--- config.mk ---
export PLATFORM = sky130hd
export DESIGN_NAME = bsc_startup_commutation
export DESIGN_NICKNAME = d
export VERILOG_FILES = /design/src/bsc_pkg.sv /design/src/bsc_startup_commutation.sv
export VERILOG_INCLUDE_DIRS = /design/src
export SDC_FILE = /design/constraint.sdc
export NUM_CORES = 2
export LEC_CHECK = 0
export BUFFER_PORTS_ARGS = -buffer_cell sky130_fd_sc_hd__buf_2
export CORE_MARGIN = 4
export CORE_UTILIZATION = 62
export CTS_BUF_LIST = sky130_fd_sc_hd__clkbuf_4 sky130_fd_sc_hd__clkbuf_8 sky130_fd_sc_hd__clkbuf_16
export DETAILED_ROUTE_END_ITERATION = 6
export PLACE_DENSITY = 0.82
export RECOVER_POWER = 50
export SLEW_MARGIN = 10
export SYNTH_ARGS = -nofsm -noshare
export SYNTH_HDL_FRONTEND = slang
export SYNTH_SLANG_ARGS = --single-unit
--- constraint.sdc ---
create_clock -name clock -period 24.2 [get_ports clock]
set_input_delay 0 -clock clock [delete_from_list [all_inputs] [get_ports clock]]
set_output_delay 0 -clock clock [all_outputs]
set_load 0.1 [all_outputs]
--- src/bsc_map.svh ---
// Offsets, reset values and timing counts for the start-up sequencer.
// Assumes a 25 MHz clock and a 12-bit AXI4-Lite byte address.
`ifndef BSC_MAP_SVH
`define BSC_MAP_SVH
`define BSC_CLK_PERIOD_NS 40
`define BSC_TICK_NS 1000000
`define BSC_TICK_CYCLES (`BSC_TICK_NS / `BSC_CLK_PERIOD_NS)
`define BSC_AUTO_SPEED 32'h0400_0000
`define BSC_ADDR_W 12
`define BSC_OFF_CTRL 12'h000
`define BSC_OFF_PARK 12'h004
`define BSC_OFF_DUTY 12'h008
`define BSC_OFF_ACCEL 12'h00C
`define BSC_OFF_HAND 12'h010
`define BSC_OFF_SENSE 12'h014
`define BSC_OFF_STATUS 12'h018
`define BSC_OFF_SPEED 12'h01C
`define BSC_CTRL_W 11
`define BSC_RST_CTRL 32'h0000_0000
`define BSC_RST_PARK 32'h0064_0180
`define BSC_RST_DUTY 32'h00C0_C040
`define BSC_RST_ACCEL 32'h0010_0100
`define BSC_RST_HAND 32'h00C8_0000
`define BSC_RST_SENSE 32'h0100_0080
`define BSC_RESP_OKAY 2'b00
`define BSC_RESP_SLVERR 2'b10
`define BSC_PARK_PATTERN 3'h5
`define BSC_SENSE_LAST 3'h5
`define BSC_STEPS 3'h6
`define BSC_TIMEOUT 16'hFFFF
`endif

--- src/bsc_pkg.sv ---
// Types shared by the start-up and commutation sequencer.
// Assumes bsc_map.svh supplies all numeric constants.
package bsc_pkg;
	typedef struct packed {
		logic [2:0] hs;
		logic [2:0] ls;
	} bsc_gate_t;
	typedef enum logic [2:0] {
		ST_IDLE,
		ST_PARK,
		ST_SENSE_PULSE,
		ST_SENSE_GAP,
		ST_SLOW,
		ST_OPEN,
		ST_CLOSED
	} bsc_state_t;
	typedef struct packed {
		logic [1:0] switching_side_sel;
		logic [1:0] commutation_style_sel;
		logic reverse;
		logic auto_handoff;
		logic sense_pulse_release_sel;
		logic open_loop_limit_source;
		logic [1:0] start_method_sel;
		logic run;
	} bsc_ctrl_t;
endpackage : bsc_pkg

--- src/bsc_startup_commutation.sv ---
// Start-up and six-step commutation sequencer with an AXI4-Lite register file.
// Assumes current samples and zero-cross level come from outside the clock domain.
//
// Contract
// - Method 00b parks with phase C high and phase B low for park time.
// - Park duty ramps from zero at the ramp rate up to park duty.
// - Park current cap is general or open-loop cap per limit source.
// - Method 01b parks twice; second pattern is one step on in direction.
// - Both parks reuse the single-park time, cap and ramp settings.
// - Method 10b finds position by inductive sensing, not parking.
// - Sense patterns run in order BC, CB, AB, BA, CA, AC.
// - Each pulse stops at the current threshold; elapsed time is recorded.
// - Shortest recorded rise time gives the rotor position.
// - Release 0b keeps the low-side switch on after the threshold.
// - Release 1b turns both switches of the pattern off.
// - Open loop starts at detected position plus the advance angle.
// - Method 11b runs the first cycle at slow rate, then accelerates.
// - Every position method ends by entering open-loop acceleration.
// - Open loop uses fixed duty and cycle-by-cycle cap from limit source.
// - Open-loop speed equals linear coeff times t plus half quadratic coeff t squared.
// - Auto handoff picks its own speed; otherwise the threshold register.
// - Closed loop times each step from the floating-phase zero crossing.
// - Style 00b gives six states, 120 degrees driven, 60 floating.
// - Modulation 00b chops the high side, low side held fully on.
//
// Chosen here: the placing of the registers and the AXI4-Lite interface to the registers.
`include "bsc_map.svh"
module bsc_startup_commutation #(
	parameter int TICK_CYCLES = `BSC_TICK_CYCLES,
	parameter logic [31:0] AUTO_SPEED = `BSC_AUTO_SPEED
) (
	// Clock, reset, enable
	input wire logic clock,
	input wire logic rst,
	input wire logic ce,
	// AXI4-Lite write
	input wire logic [`BSC_ADDR_W-1:0] s_axi_awaddr,
	input wire logic s_axi_awvalid,
	output logic s_axi_awready,
	input wire logic [31:0] s_axi_wdata,
	input wire logic [3:0] s_axi_wstrb,
	input wire logic s_axi_wvalid,
	output logic s_axi_wready,
	output logic [1:0] s_axi_bresp,
	output logic s_axi_bvalid,
	input wire logic s_axi_bready,
	// AXI4-Lite read
	input wire logic [`BSC_ADDR_W-1:0] s_axi_araddr,
	input wire logic s_axi_arvalid,
	output logic s_axi_arready,
	output logic [31:0] s_axi_rdata,
	output logic [1:0] s_axi_rresp,
	output logic s_axi_rvalid,
	input wire logic s_axi_rready,
	// Analog front end
	input wire logic [7:0] phase_current,
	input wire logic bemf_zc,
	// Closed-loop duty from speed control
	input wire logic [7:0] duty_cmd,
	// Bridge gates
	output bsc_pkg::bsc_gate_t gate
);
	import bsc_pkg::*;

	if (TICK_CYCLES < 2 || TICK_CYCLES > 65535) begin : g_chk
		$error("TICK_CYCLES out of range");
	end

	////////////////////////////////////////////////////////////////////////////
	function automatic bsc_gate_t pattern(input logic [2:0] s);
		unique case (s)
			3'h0: pattern = '{hs: 3'b001, ls: 3'b010};
			3'h1: pattern = '{hs: 3'b001, ls: 3'b100};
			3'h2: pattern = '{hs: 3'b010, ls: 3'b100};
			3'h3: pattern = '{hs: 3'b010, ls: 3'b001};
			3'h4: pattern = '{hs: 3'b100, ls: 3'b001};
			3'h5: pattern = '{hs: 3'b100, ls: 3'b010};
			default: pattern = '{hs: 3'b000, ls: 3'b000};
		endcase
	endfunction : pattern

	function automatic logic [2:0] advance(input logic [2:0] s, input logic rev, input logic [2:0] n);
		logic [3:0] t;
		t = rev ? ({1'b0, s} + 4'h6 - {1'b0, n}) : ({1'b0, s} + {1'b0, n});
		if (t >= 4'h6) begin
			t = t - 4'h6;
		end
		advance = t[2:0];
	endfunction : advance

	// BC, CB, AB, BA, CA, AC as commutation states
	function automatic logic [2:0] sense_state(input logic [2:0] i);
		unique case (i)
			3'h0: sense_state = 3'h2;
			3'h1: sense_state = 3'h5;
			3'h2: sense_state = 3'h0;
			3'h3: sense_state = 3'h3;
			3'h4: sense_state = 3'h4;
			default: sense_state = 3'h1;
		endcase
	endfunction : sense_state

	function automatic logic [7:0] cap_sel(input logic src, input logic [7:0] gen, input logic [7:0] ol);
		cap_sel = src ? ol : gen;
	endfunction : cap_sel

	function automatic logic [31:0] merge(input logic [31:0] old, input logic [31:0] d, input logic [3:0] be);
		merge = old;
		for (int b = 0; b < 4; b++) begin
			if (be[b]) begin
				merge[8*b +: 8] = d[8*b +: 8];
			end
		end
	endfunction : merge

	////////////////////////////////////////////////////////////////////////////
	// Registers and fields
	logic [31:0] ctrl_reg, park_reg, duty_reg, accel_reg, hand_reg, sense_reg;
	bsc_ctrl_t ctrl;
	logic [7:0] park_duty, ramp_step, open_loop_duty_value, gen_cap, ol_cap, sense_thr;
	logic [15:0] park_time, a1, a2, slow_period, gap_len;
	logic [31:0] speed_thr;
	logic [2:0] sense_adv;

	assign ctrl = bsc_ctrl_t'(ctrl_reg[`BSC_CTRL_W-1:0]);
	assign park_duty = park_reg[7:0];
	assign ramp_step = park_reg[15:8];
	assign park_time = park_reg[31:16];
	assign open_loop_duty_value = duty_reg[7:0];
	assign gen_cap = duty_reg[15:8];
	assign ol_cap = duty_reg[23:16];
	assign a1 = accel_reg[15:0];
	assign a2 = accel_reg[31:16];
	assign speed_thr = {hand_reg[15:0], 16'h0000};
	assign slow_period = hand_reg[31:16];
	assign sense_thr = sense_reg[7:0];
	assign sense_adv = {1'b0, sense_reg[9:8]};
	assign gap_len = sense_reg[31:16];

	// Sequencer state
	bsc_state_t state_reg;
	logic [2:0] sector_reg, sense_idx, best_idx, step_cnt;
	logic [15:0] tick_cnt, time_cnt, sense_cnt, best_time;
	logic [15:0] zc_cnt, half_reg, wait_cnt;
	logic [7:0] ramp_duty, pwm_cnt, cur_s;
	logic [31:0] speed2, a2_term, phase_acc;
	logic [32:0] phase_sum;
	logic second, armed, tick, limit_hit, zc_edge;
	logic [7:0] cur_m;
	logic zc_m, zc_s, zc_d;

	assign tick = (tick_cnt == 16'(TICK_CYCLES - 1));
	assign phase_sum = {1'b0, phase_acc} + {2'b00, speed2[31:1]};
	assign zc_edge = zc_s ^ zc_d;

	////////////////////////////////////////////////////////////////////////////
	// AXI4-Lite slave: response one cycle after both halves held
	logic aw_held, w_held;
	logic [`BSC_ADDR_W-1:0] aw_addr;
	logic [31:0] w_data;
	logic [3:0] w_strb;

	assign s_axi_awready = ~aw_held & ~s_axi_bvalid;
	assign s_axi_wready = ~w_held & ~s_axi_bvalid;
	assign s_axi_arready = ~s_axi_rvalid;

	always_ff @(posedge clock or posedge rst) begin
		if (rst) begin
			aw_held <= 1'b0;
			w_held <= 1'b0;
			aw_addr <= '0;
			w_data <= '0;
			w_strb <= '0;
			s_axi_bvalid <= 1'b0;
			s_axi_bresp <= `BSC_RESP_OKAY;
			ctrl_reg <= `BSC_RST_CTRL;
			park_reg <= `BSC_RST_PARK;
			duty_reg <= `BSC_RST_DUTY;
			accel_reg <= `BSC_RST_ACCEL;
			hand_reg <= `BSC_RST_HAND;
			sense_reg <= `BSC_RST_SENSE;
		end else if (ce) begin
			if (s_axi_awvalid && s_axi_awready) begin
				aw_held <= 1'b1;
				aw_addr <= s_axi_awaddr;
			end
			if (s_axi_wvalid && s_axi_wready) begin
				w_held <= 1'b1;
				w_data <= s_axi_wdata;
				w_strb <= s_axi_wstrb;
			end
			if (s_axi_bvalid && s_axi_bready) begin
				s_axi_bvalid <= 1'b0;
			end
			if (aw_held && w_held && !s_axi_bvalid) begin
				aw_held <= 1'b0;
				w_held <= 1'b0;
				s_axi_bvalid <= 1'b1;
				s_axi_bresp <= `BSC_RESP_OKAY;
				unique case ({aw_addr[`BSC_ADDR_W-1:2], 2'b00})
					`BSC_OFF_CTRL: ctrl_reg <= merge(ctrl_reg, w_data, w_strb) & 32'h0000_07FF;
					`BSC_OFF_PARK: park_reg <= merge(park_reg, w_data, w_strb);
					`BSC_OFF_DUTY: duty_reg <= merge(duty_reg, w_data, w_strb) & 32'h00FF_FFFF;
					`BSC_OFF_ACCEL: accel_reg <= merge(accel_reg, w_data, w_strb);
					`BSC_OFF_HAND: hand_reg <= merge(hand_reg, w_data, w_strb);
					`BSC_OFF_SENSE: sense_reg <= merge(sense_reg, w_data, w_strb) & 32'hFFFF_03FF;
					`BSC_OFF_STATUS, `BSC_OFF_SPEED: s_axi_bresp <= `BSC_RESP_SLVERR;
					default: s_axi_bresp <= `BSC_RESP_SLVERR;
				endcase
			end
		end
	end

	always_ff @(posedge clock or posedge rst) begin
		if (rst) begin
			s_axi_rvalid <= 1'b0;
			s_axi_rdata <= '0;
			s_axi_rresp <= `BSC_RESP_OKAY;
		end else if (ce) begin
			if (s_axi_rvalid && s_axi_rready) begin
				s_axi_rvalid <= 1'b0;
			end
			if (s_axi_arvalid && s_axi_arready) begin
				s_axi_rvalid <= 1'b1;
				s_axi_rresp <= `BSC_RESP_OKAY;
				unique case ({s_axi_araddr[`BSC_ADDR_W-1:2], 2'b00})
					`BSC_OFF_CTRL: s_axi_rdata <= ctrl_reg;
					`BSC_OFF_PARK: s_axi_rdata <= park_reg;
					`BSC_OFF_DUTY: s_axi_rdata <= duty_reg;
					`BSC_OFF_ACCEL: s_axi_rdata <= accel_reg;
					`BSC_OFF_HAND: s_axi_rdata <= hand_reg;
					`BSC_OFF_SENSE: s_axi_rdata <= sense_reg;
					`BSC_OFF_STATUS: s_axi_rdata <= {best_time, 6'h00, best_idx, sector_reg, 1'b0, state_reg};
					`BSC_OFF_SPEED: s_axi_rdata <= {1'b0, speed2[31:1]};
					default: begin
						s_axi_rdata <= '0;
						s_axi_rresp <= `BSC_RESP_SLVERR;
					end
				endcase
			end
		end
	end

	////////////////////////////////////////////////////////////////////////////
	// Pin synchronisers; zero-cross edge only from second stage onward
	always_ff @(posedge clock or posedge rst) begin
		if (rst) begin
			cur_m <= '0;
			cur_s <= '0;
			zc_m <= 1'b0;
			zc_s <= 1'b0;
			zc_d <= 1'b0;
		end else if (ce) begin
			cur_m <= phase_current;
			cur_s <= cur_m;
			zc_m <= bemf_zc;
			zc_s <= zc_m;
			zc_d <= zc_s;
		end
	end

	// Time base and switching period
	always_ff @(posedge clock or posedge rst) begin
		if (rst) begin
			tick_cnt <= '0;
			pwm_cnt <= '0;
		end else if (ce) begin
			tick_cnt <= tick ? 16'h0000 : tick_cnt + 16'h0001;
			pwm_cnt <= pwm_cnt + 8'h01;
		end
	end

	// Cycle-by-cycle cap: a hit blanks the high side until the next period
	logic [7:0] cap_now;
	always_comb begin
		cap_now = gen_cap;
		if (state_reg == ST_PARK || state_reg == ST_SLOW || state_reg == ST_OPEN) begin
			cap_now = cap_sel(ctrl.open_loop_limit_source, gen_cap, ol_cap);
		end
	end

	always_ff @(posedge clock or posedge rst) begin
		if (rst) begin
			limit_hit <= 1'b0;
		end else if (ce) begin
			if (cur_s >= cap_now) begin
				limit_hit <= 1'b1;
			end else if (pwm_cnt == 8'hFF) begin
				limit_hit <= 1'b0;
			end
		end
	end

	////////////////////////////////////////////////////////////////////////////
	// Start-up and commutation sequencer
	always_ff @(posedge clock or posedge rst) begin
		if (rst) begin
			state_reg <= ST_IDLE;
			sector_reg <= '0;
			second <= 1'b0;
			time_cnt <= '0;
			ramp_duty <= '0;
			step_cnt <= '0;
			sense_idx <= '0;
			sense_cnt <= '0;
			best_idx <= '0;
			best_time <= `BSC_TIMEOUT;
			speed2 <= '0;
			a2_term <= '0;
			phase_acc <= '0;
			zc_cnt <= '0;
			half_reg <= '0;
			wait_cnt <= '0;
			armed <= 1'b0;
		end else if (ce) begin
			if (!ctrl.run) begin
				state_reg <= ST_IDLE;
			end else begin
				unique case (state_reg)
					ST_IDLE: begin
						time_cnt <= '0;
						ramp_duty <= '0;
						second <= 1'b0;
						step_cnt <= '0;
						sense_idx <= '0;
						sense_cnt <= '0;
						best_idx <= '0;
						best_time <= `BSC_TIMEOUT;
						speed2 <= '0;
						a2_term <= '0;
						phase_acc <= '0;
						sector_reg <= sense_state(3'h0);
						unique case (ctrl.start_method_sel)
							2'b00, 2'b01: begin
								sector_reg <= `BSC_PARK_PATTERN;
								state_reg <= ST_PARK;
							end
							2'b10: state_reg <= ST_SENSE_PULSE;
							2'b11: state_reg <= ST_SLOW;
						endcase
					end
					ST_PARK: begin
						if (tick) begin
							time_cnt <= time_cnt + 16'h0001;
							// Saturating ramp towards the park duty
							if ({1'b0, ramp_duty} + {1'b0, ramp_step} >= {1'b0, park_duty}) begin
								ramp_duty <= park_duty;
							end else begin
								ramp_duty <= ramp_duty + ramp_step;
							end
							if (time_cnt + 16'h0001 >= park_time) begin
								time_cnt <= '0;
								ramp_duty <= '0;
								sector_reg <= advance(sector_reg, ctrl.reverse, 3'h1);
								if (ctrl.start_method_sel == 2'b01 && !second) begin
									second <= 1'b1;
								end else begin
									state_reg <= ST_OPEN;
								end
							end
						end
					end
					ST_SENSE_PULSE: begin
						sense_cnt <= sense_cnt + 16'h0001;
						if (cur_s >= sense_thr || sense_cnt == `BSC_TIMEOUT) begin
							// Strict compare keeps the earlier pattern on a tie
							if (sense_cnt < best_time) begin
								best_time <= sense_cnt;
								best_idx <= sense_state(sense_idx);
							end
							sense_cnt <= '0;
							state_reg <= ST_SENSE_GAP;
						end
					end
					ST_SENSE_GAP: begin
						sense_cnt <= sense_cnt + 16'h0001;
						if (sense_cnt >= gap_len) begin
							sense_cnt <= '0;
							if (sense_idx == `BSC_SENSE_LAST) begin
								sector_reg <= advance(best_idx, ctrl.reverse, sense_adv);
								state_reg <= ST_OPEN;
							end else begin
								sense_idx <= sense_idx + 3'h1;
								sector_reg <= sense_state(sense_idx + 3'h1);
								state_reg <= ST_SENSE_PULSE;
							end
						end
					end
					ST_SLOW: begin
						if (tick) begin
							time_cnt <= time_cnt + 16'h0001;
							if (time_cnt + 16'h0001 >= slow_period) begin
								time_cnt <= '0;
								sector_reg <= advance(sector_reg, ctrl.reverse, 3'h1);
								step_cnt <= step_cnt + 3'h1;
								if (step_cnt == `BSC_STEPS - 3'h1) begin
									state_reg <= ST_OPEN;
								end
							end
						end
					end
					ST_OPEN: begin
						// Twice the speed, stepped once per tick by the exact difference
						if (tick) begin
							speed2 <= speed2 + {15'h0000, a1, 1'b0} + a2_term + {16'h0000, a2};
							a2_term <= a2_term + {15'h0000, a2, 1'b0};
						end
						phase_acc <= phase_sum[31:0];
						if (phase_sum[32]) begin
							sector_reg <= advance(sector_reg, ctrl.reverse, 3'h1);
						end
						if (speed2[31:1] >= (ctrl.auto_handoff ? AUTO_SPEED[31:1] : speed_thr[31:1])) begin
							zc_cnt <= '0;
							armed <= 1'b0;
							state_reg <= ST_CLOSED;
						end
					end
					ST_CLOSED: begin
						zc_cnt <= (zc_cnt == 16'hFFFF) ? zc_cnt : zc_cnt + 16'h0001;
						if (zc_edge) begin
							// Step lands 30 degrees after the crossing
							half_reg <= {1'b0, zc_cnt[15:1]};
							zc_cnt <= '0;
							wait_cnt <= '0;
							armed <= 1'b1;
						end else if (armed) begin
							wait_cnt <= wait_cnt + 16'h0001;
							if (wait_cnt >= half_reg) begin
								sector_reg <= advance(sector_reg, ctrl.reverse, 3'h1);
								armed <= 1'b0;
							end
						end
					end
				endcase
			end
		end
	end

	////////////////////////////////////////////////////////////////////////////
	// Gate drive; only 120-degree style with high-side chopping exists
	logic [7:0] duty_now;
	logic chop;
	bsc_gate_t pat;
	always_comb begin
		pat = pattern(sector_reg);
		unique case (state_reg)
			ST_PARK: duty_now = ramp_duty;
			ST_SLOW, ST_OPEN: duty_now = open_loop_duty_value;
			default: duty_now = duty_cmd;
		endcase
		chop = (pwm_cnt < duty_now) && !limit_hit;
	end

	always_ff @(posedge clock or posedge rst) begin
		if (rst) begin
			gate <= '{hs: 3'b000, ls: 3'b000};
		end else if (ce) begin
			unique case (state_reg)
				ST_IDLE: gate <= '{hs: 3'b000, ls: 3'b000};
				ST_SENSE_PULSE: gate <= pat;
				ST_SENSE_GAP: begin
					if (ctrl.sense_pulse_release_sel) begin
						gate <= '{hs: 3'b000, ls: 3'b000};
					end else begin
						gate <= '{hs: 3'b000, ls: pat.ls};
					end
				end
				default: gate <= '{hs: pat.hs & {3{chop}}, ls: pat.ls};
			endcase
		end
	end

endmodule : bsc_startup_commutation

==> out/qor.yml <==
slew_headroom: -2.71
ys_ff_latch: 506
syn_to_final_growth_pct: 12.1
synth_area_leaders: "dfrtp_1 38%, ha_1 11%, mux2_2 7.5%"
yosysMostFrequentCell: "dfrtp_1"
ys_seq_area_frac: 0.405
cts.root.buffer_cell: "clkbuf_16"
r2r_end: "speed2[31]"
reg2reg_depth: 14
drv_cap: 8
initial_core_util: 0.626
p_total_mw: 2.36
arrival_ns: 7.17
path_clk_slew_ns: 0.06
worstMarginPinSlew_ns: 5.53
layout-drive-gt1-share: 0.148
syn_inst: 3188
die_h_microns: 233
postCtsSetupBuffers: 0
ys.flop_type: "dfrtp_1"
status: "complete, but fails checks"
cpPeakStageDelay_ns: 3.34
cts_buffer_depth: 3
cp_slowest_cell: "clkbuf_1"
dp_hpwl_microns: 66300
core.rowCount: 82
min_path_type: "primary input to flop"
hold_viol: 0
rr_startpoint: "speed2[8]"
synth_warnings: 0
fp.dieW_microns: 233
top_usage_layer: "met2"
dr_total_vias: 26000
final.min_clock_period_ns: 7.49
use_met3: 0.0706
grt_usage: 0.341
path_cells: "dlygate4sd3_1, buf_2, clkinvlp_2, clkbuf_1"
wl_per_cell_microns: 22.7
violations: "DRC, capacitance limit, slew limit"
routed_wl_microns: 92600
grt_pass1_wl_microns: 145000
placed_cell_area_sq_mm: 0.0326
ant_nets: 0
antenna_found_initial: 4
max-vdd-ir-drop_mv: 0.0546
gp_congestion: 1.02
path_max_fanout: 128
io_pins: 132
fin_skew_ns: 0.0273
synth.distinct_cells: 99
grt_pass1_vias: 26000
path_class: "primary input to asynchronous set/reset pin"
fmax_mhz: 133
power_density_mw_per_mm2: 67.2
drv_slew: 574
vias_per_cell: 6.38
dp_cells: 3894
final_area_sq_mm: 0.0352
finalCritPeriodShare: 0.310
overflow: 0
leakage_nw: 16.9
drt-initial-drc-count: 2357
cts_max_level: 2
worstSkewPairLatency_ns: 0.63
nNetsFinal: 3739
synth_area_sq_mm: 0.0314
port_buffers: 125
async_flop_share: 1.00
cts_tree: "built"
numCtsBuffers: 55
rsz0062_at_grt: "false"
clock_sinks: 506
drt-pass1-iter-count: 7
coreArea_sq_mm: 0.0501
hp-start: "s_axi_araddr[3]"
rrSetupSlack_ns: 19.60
die_area_sq_mm: 0.0542
critPathRequiredTime_ns: 23.88
use_met2: 0.552
drcViolationCount: 3
yosysTopAreaCell: "dfrtp_1"
synth_top_area_frac: 0.377
whs_endpoint: "s_axi_rdata[21]"
synth.avg_cell_area_sq_um: 9.84
grt_max_degree: 129
yosys-top-cells-count: "473 x dfrtp_1, 265 x nand2_1, 264 x ha_1, 255 x o21ai_0, 243 x inv_1"
start_kind: "primary input"
worstSetupEndpointType: "asynchronous set/reset pin"
setup_viol: 0
synth_edf_count: 0
fin_setup_tns_ns: 0
met1_usage: 0.431
final_cells: 4074
worstHoldPathCells: 5
## cell families after synthesis
group	count (synthesis)	share of synthesized area
compound gates	773	0.160
simple gates	860	0.135
fa+ha+maj	302	0.129
xor+xnor	133	0.0371
other cells	1	0.000120
buf+inv	367	0.0455
mux	246	0.0878
flops	506	0.405
## where the power goes
group	leakage, nW	switching (mW)	total [mW]	internal (mW)
registers	6.48	0.150	1.07	0.921
clock network	0.967	0.364	0.887	0.523
logic	9.41	0.225	0.406	0.181
total	16.9	0.739	2.36	1.63
## worst max path at each step
stage | startpoint | depth (start not counted) | slack [ns] | endpoint
floorplan | rst | 1 | 10.12 | a2_term[10]
global placement | speed2[8] | 14 | 19.78 | speed2[31]
detailed placement | speed2[8] | 14 | 19.62 | speed2[31]
CTS | speed2[8] | 14 | 19.61 | speed2[31]
global route | rst | 4 | 15.15 | a2_term[17]
finish | rst | 4 | 16.71 | a2_term[17]
## cell type report
type / instances / area [sq um]
repair buffers: 230 / 1520
well taps: 672 / 841
flip-flops and latches: 506 / 12700
clock inverters: 26 / 287
inverters: 244 / 917
fillers: 3645 / 14900
diodes: 2 / 5.00
multi-input cells: 2316 / 17300
clock buffers: 78 / 1630
## what timing repair did
item                                   CTS  global route
hold buffers                            74             0
resized for setup                        0             0
endpoints found under the hold margin  165             0
## layer usage
metal	wire length [microns]	part of all wire
met5	11	0.00012
met4	6000	0.065
met3	8470	0.091
met2	42600	0.46
met1	35500	0.38
## worst max-delay path, delay by kind of cell
family	cells	cell delay, ns
buffers and inverters	4	7.02
## metrics by stage
| step | util | hold WS [ns] | worst slack (ns) |
|---|---|---|---|
| after floorplan | - | 0.152 | 10.12 |
| after global placement | 0.651 | 0.232 | 19.78 |
| after detailed placement | 0.651 | 0.235 | 19.62 |
| after CTS | 0.704 | 0.0152 | 19.61 |
| after global routing | 0.702 | 0.113 | 15.15 |
| final | 0.702 | 0.0435 | 16.71 |
## cells in the final DEF, fill, tap and decap left out, drive strengths merged, types with 14 or more instances in the layout
cell / instances
a221oi: 16
clkinv: 19
nor4: 14
clkbuf: 130
a31oi: 26
or3: 23
xor2: 67
o31ai: 32
a21oi: 129
nor2b: 35
nand2: 266
o21ai: 264
buf: 104
mux2i: 35
fa: 37
o21a: 18
dlygate4sd3: 74
nor3: 47
mux2: 209
a21o: 72
a22oi: 76
nor2: 171
a211oi: 17
dfstp: 33
and3: 31
nand4: 35
dfrtp: 473
inv: 243
ha: 264
nand3: 128
xnor2: 66
nand2b: 61
Power figures use the tool's default switching activity.
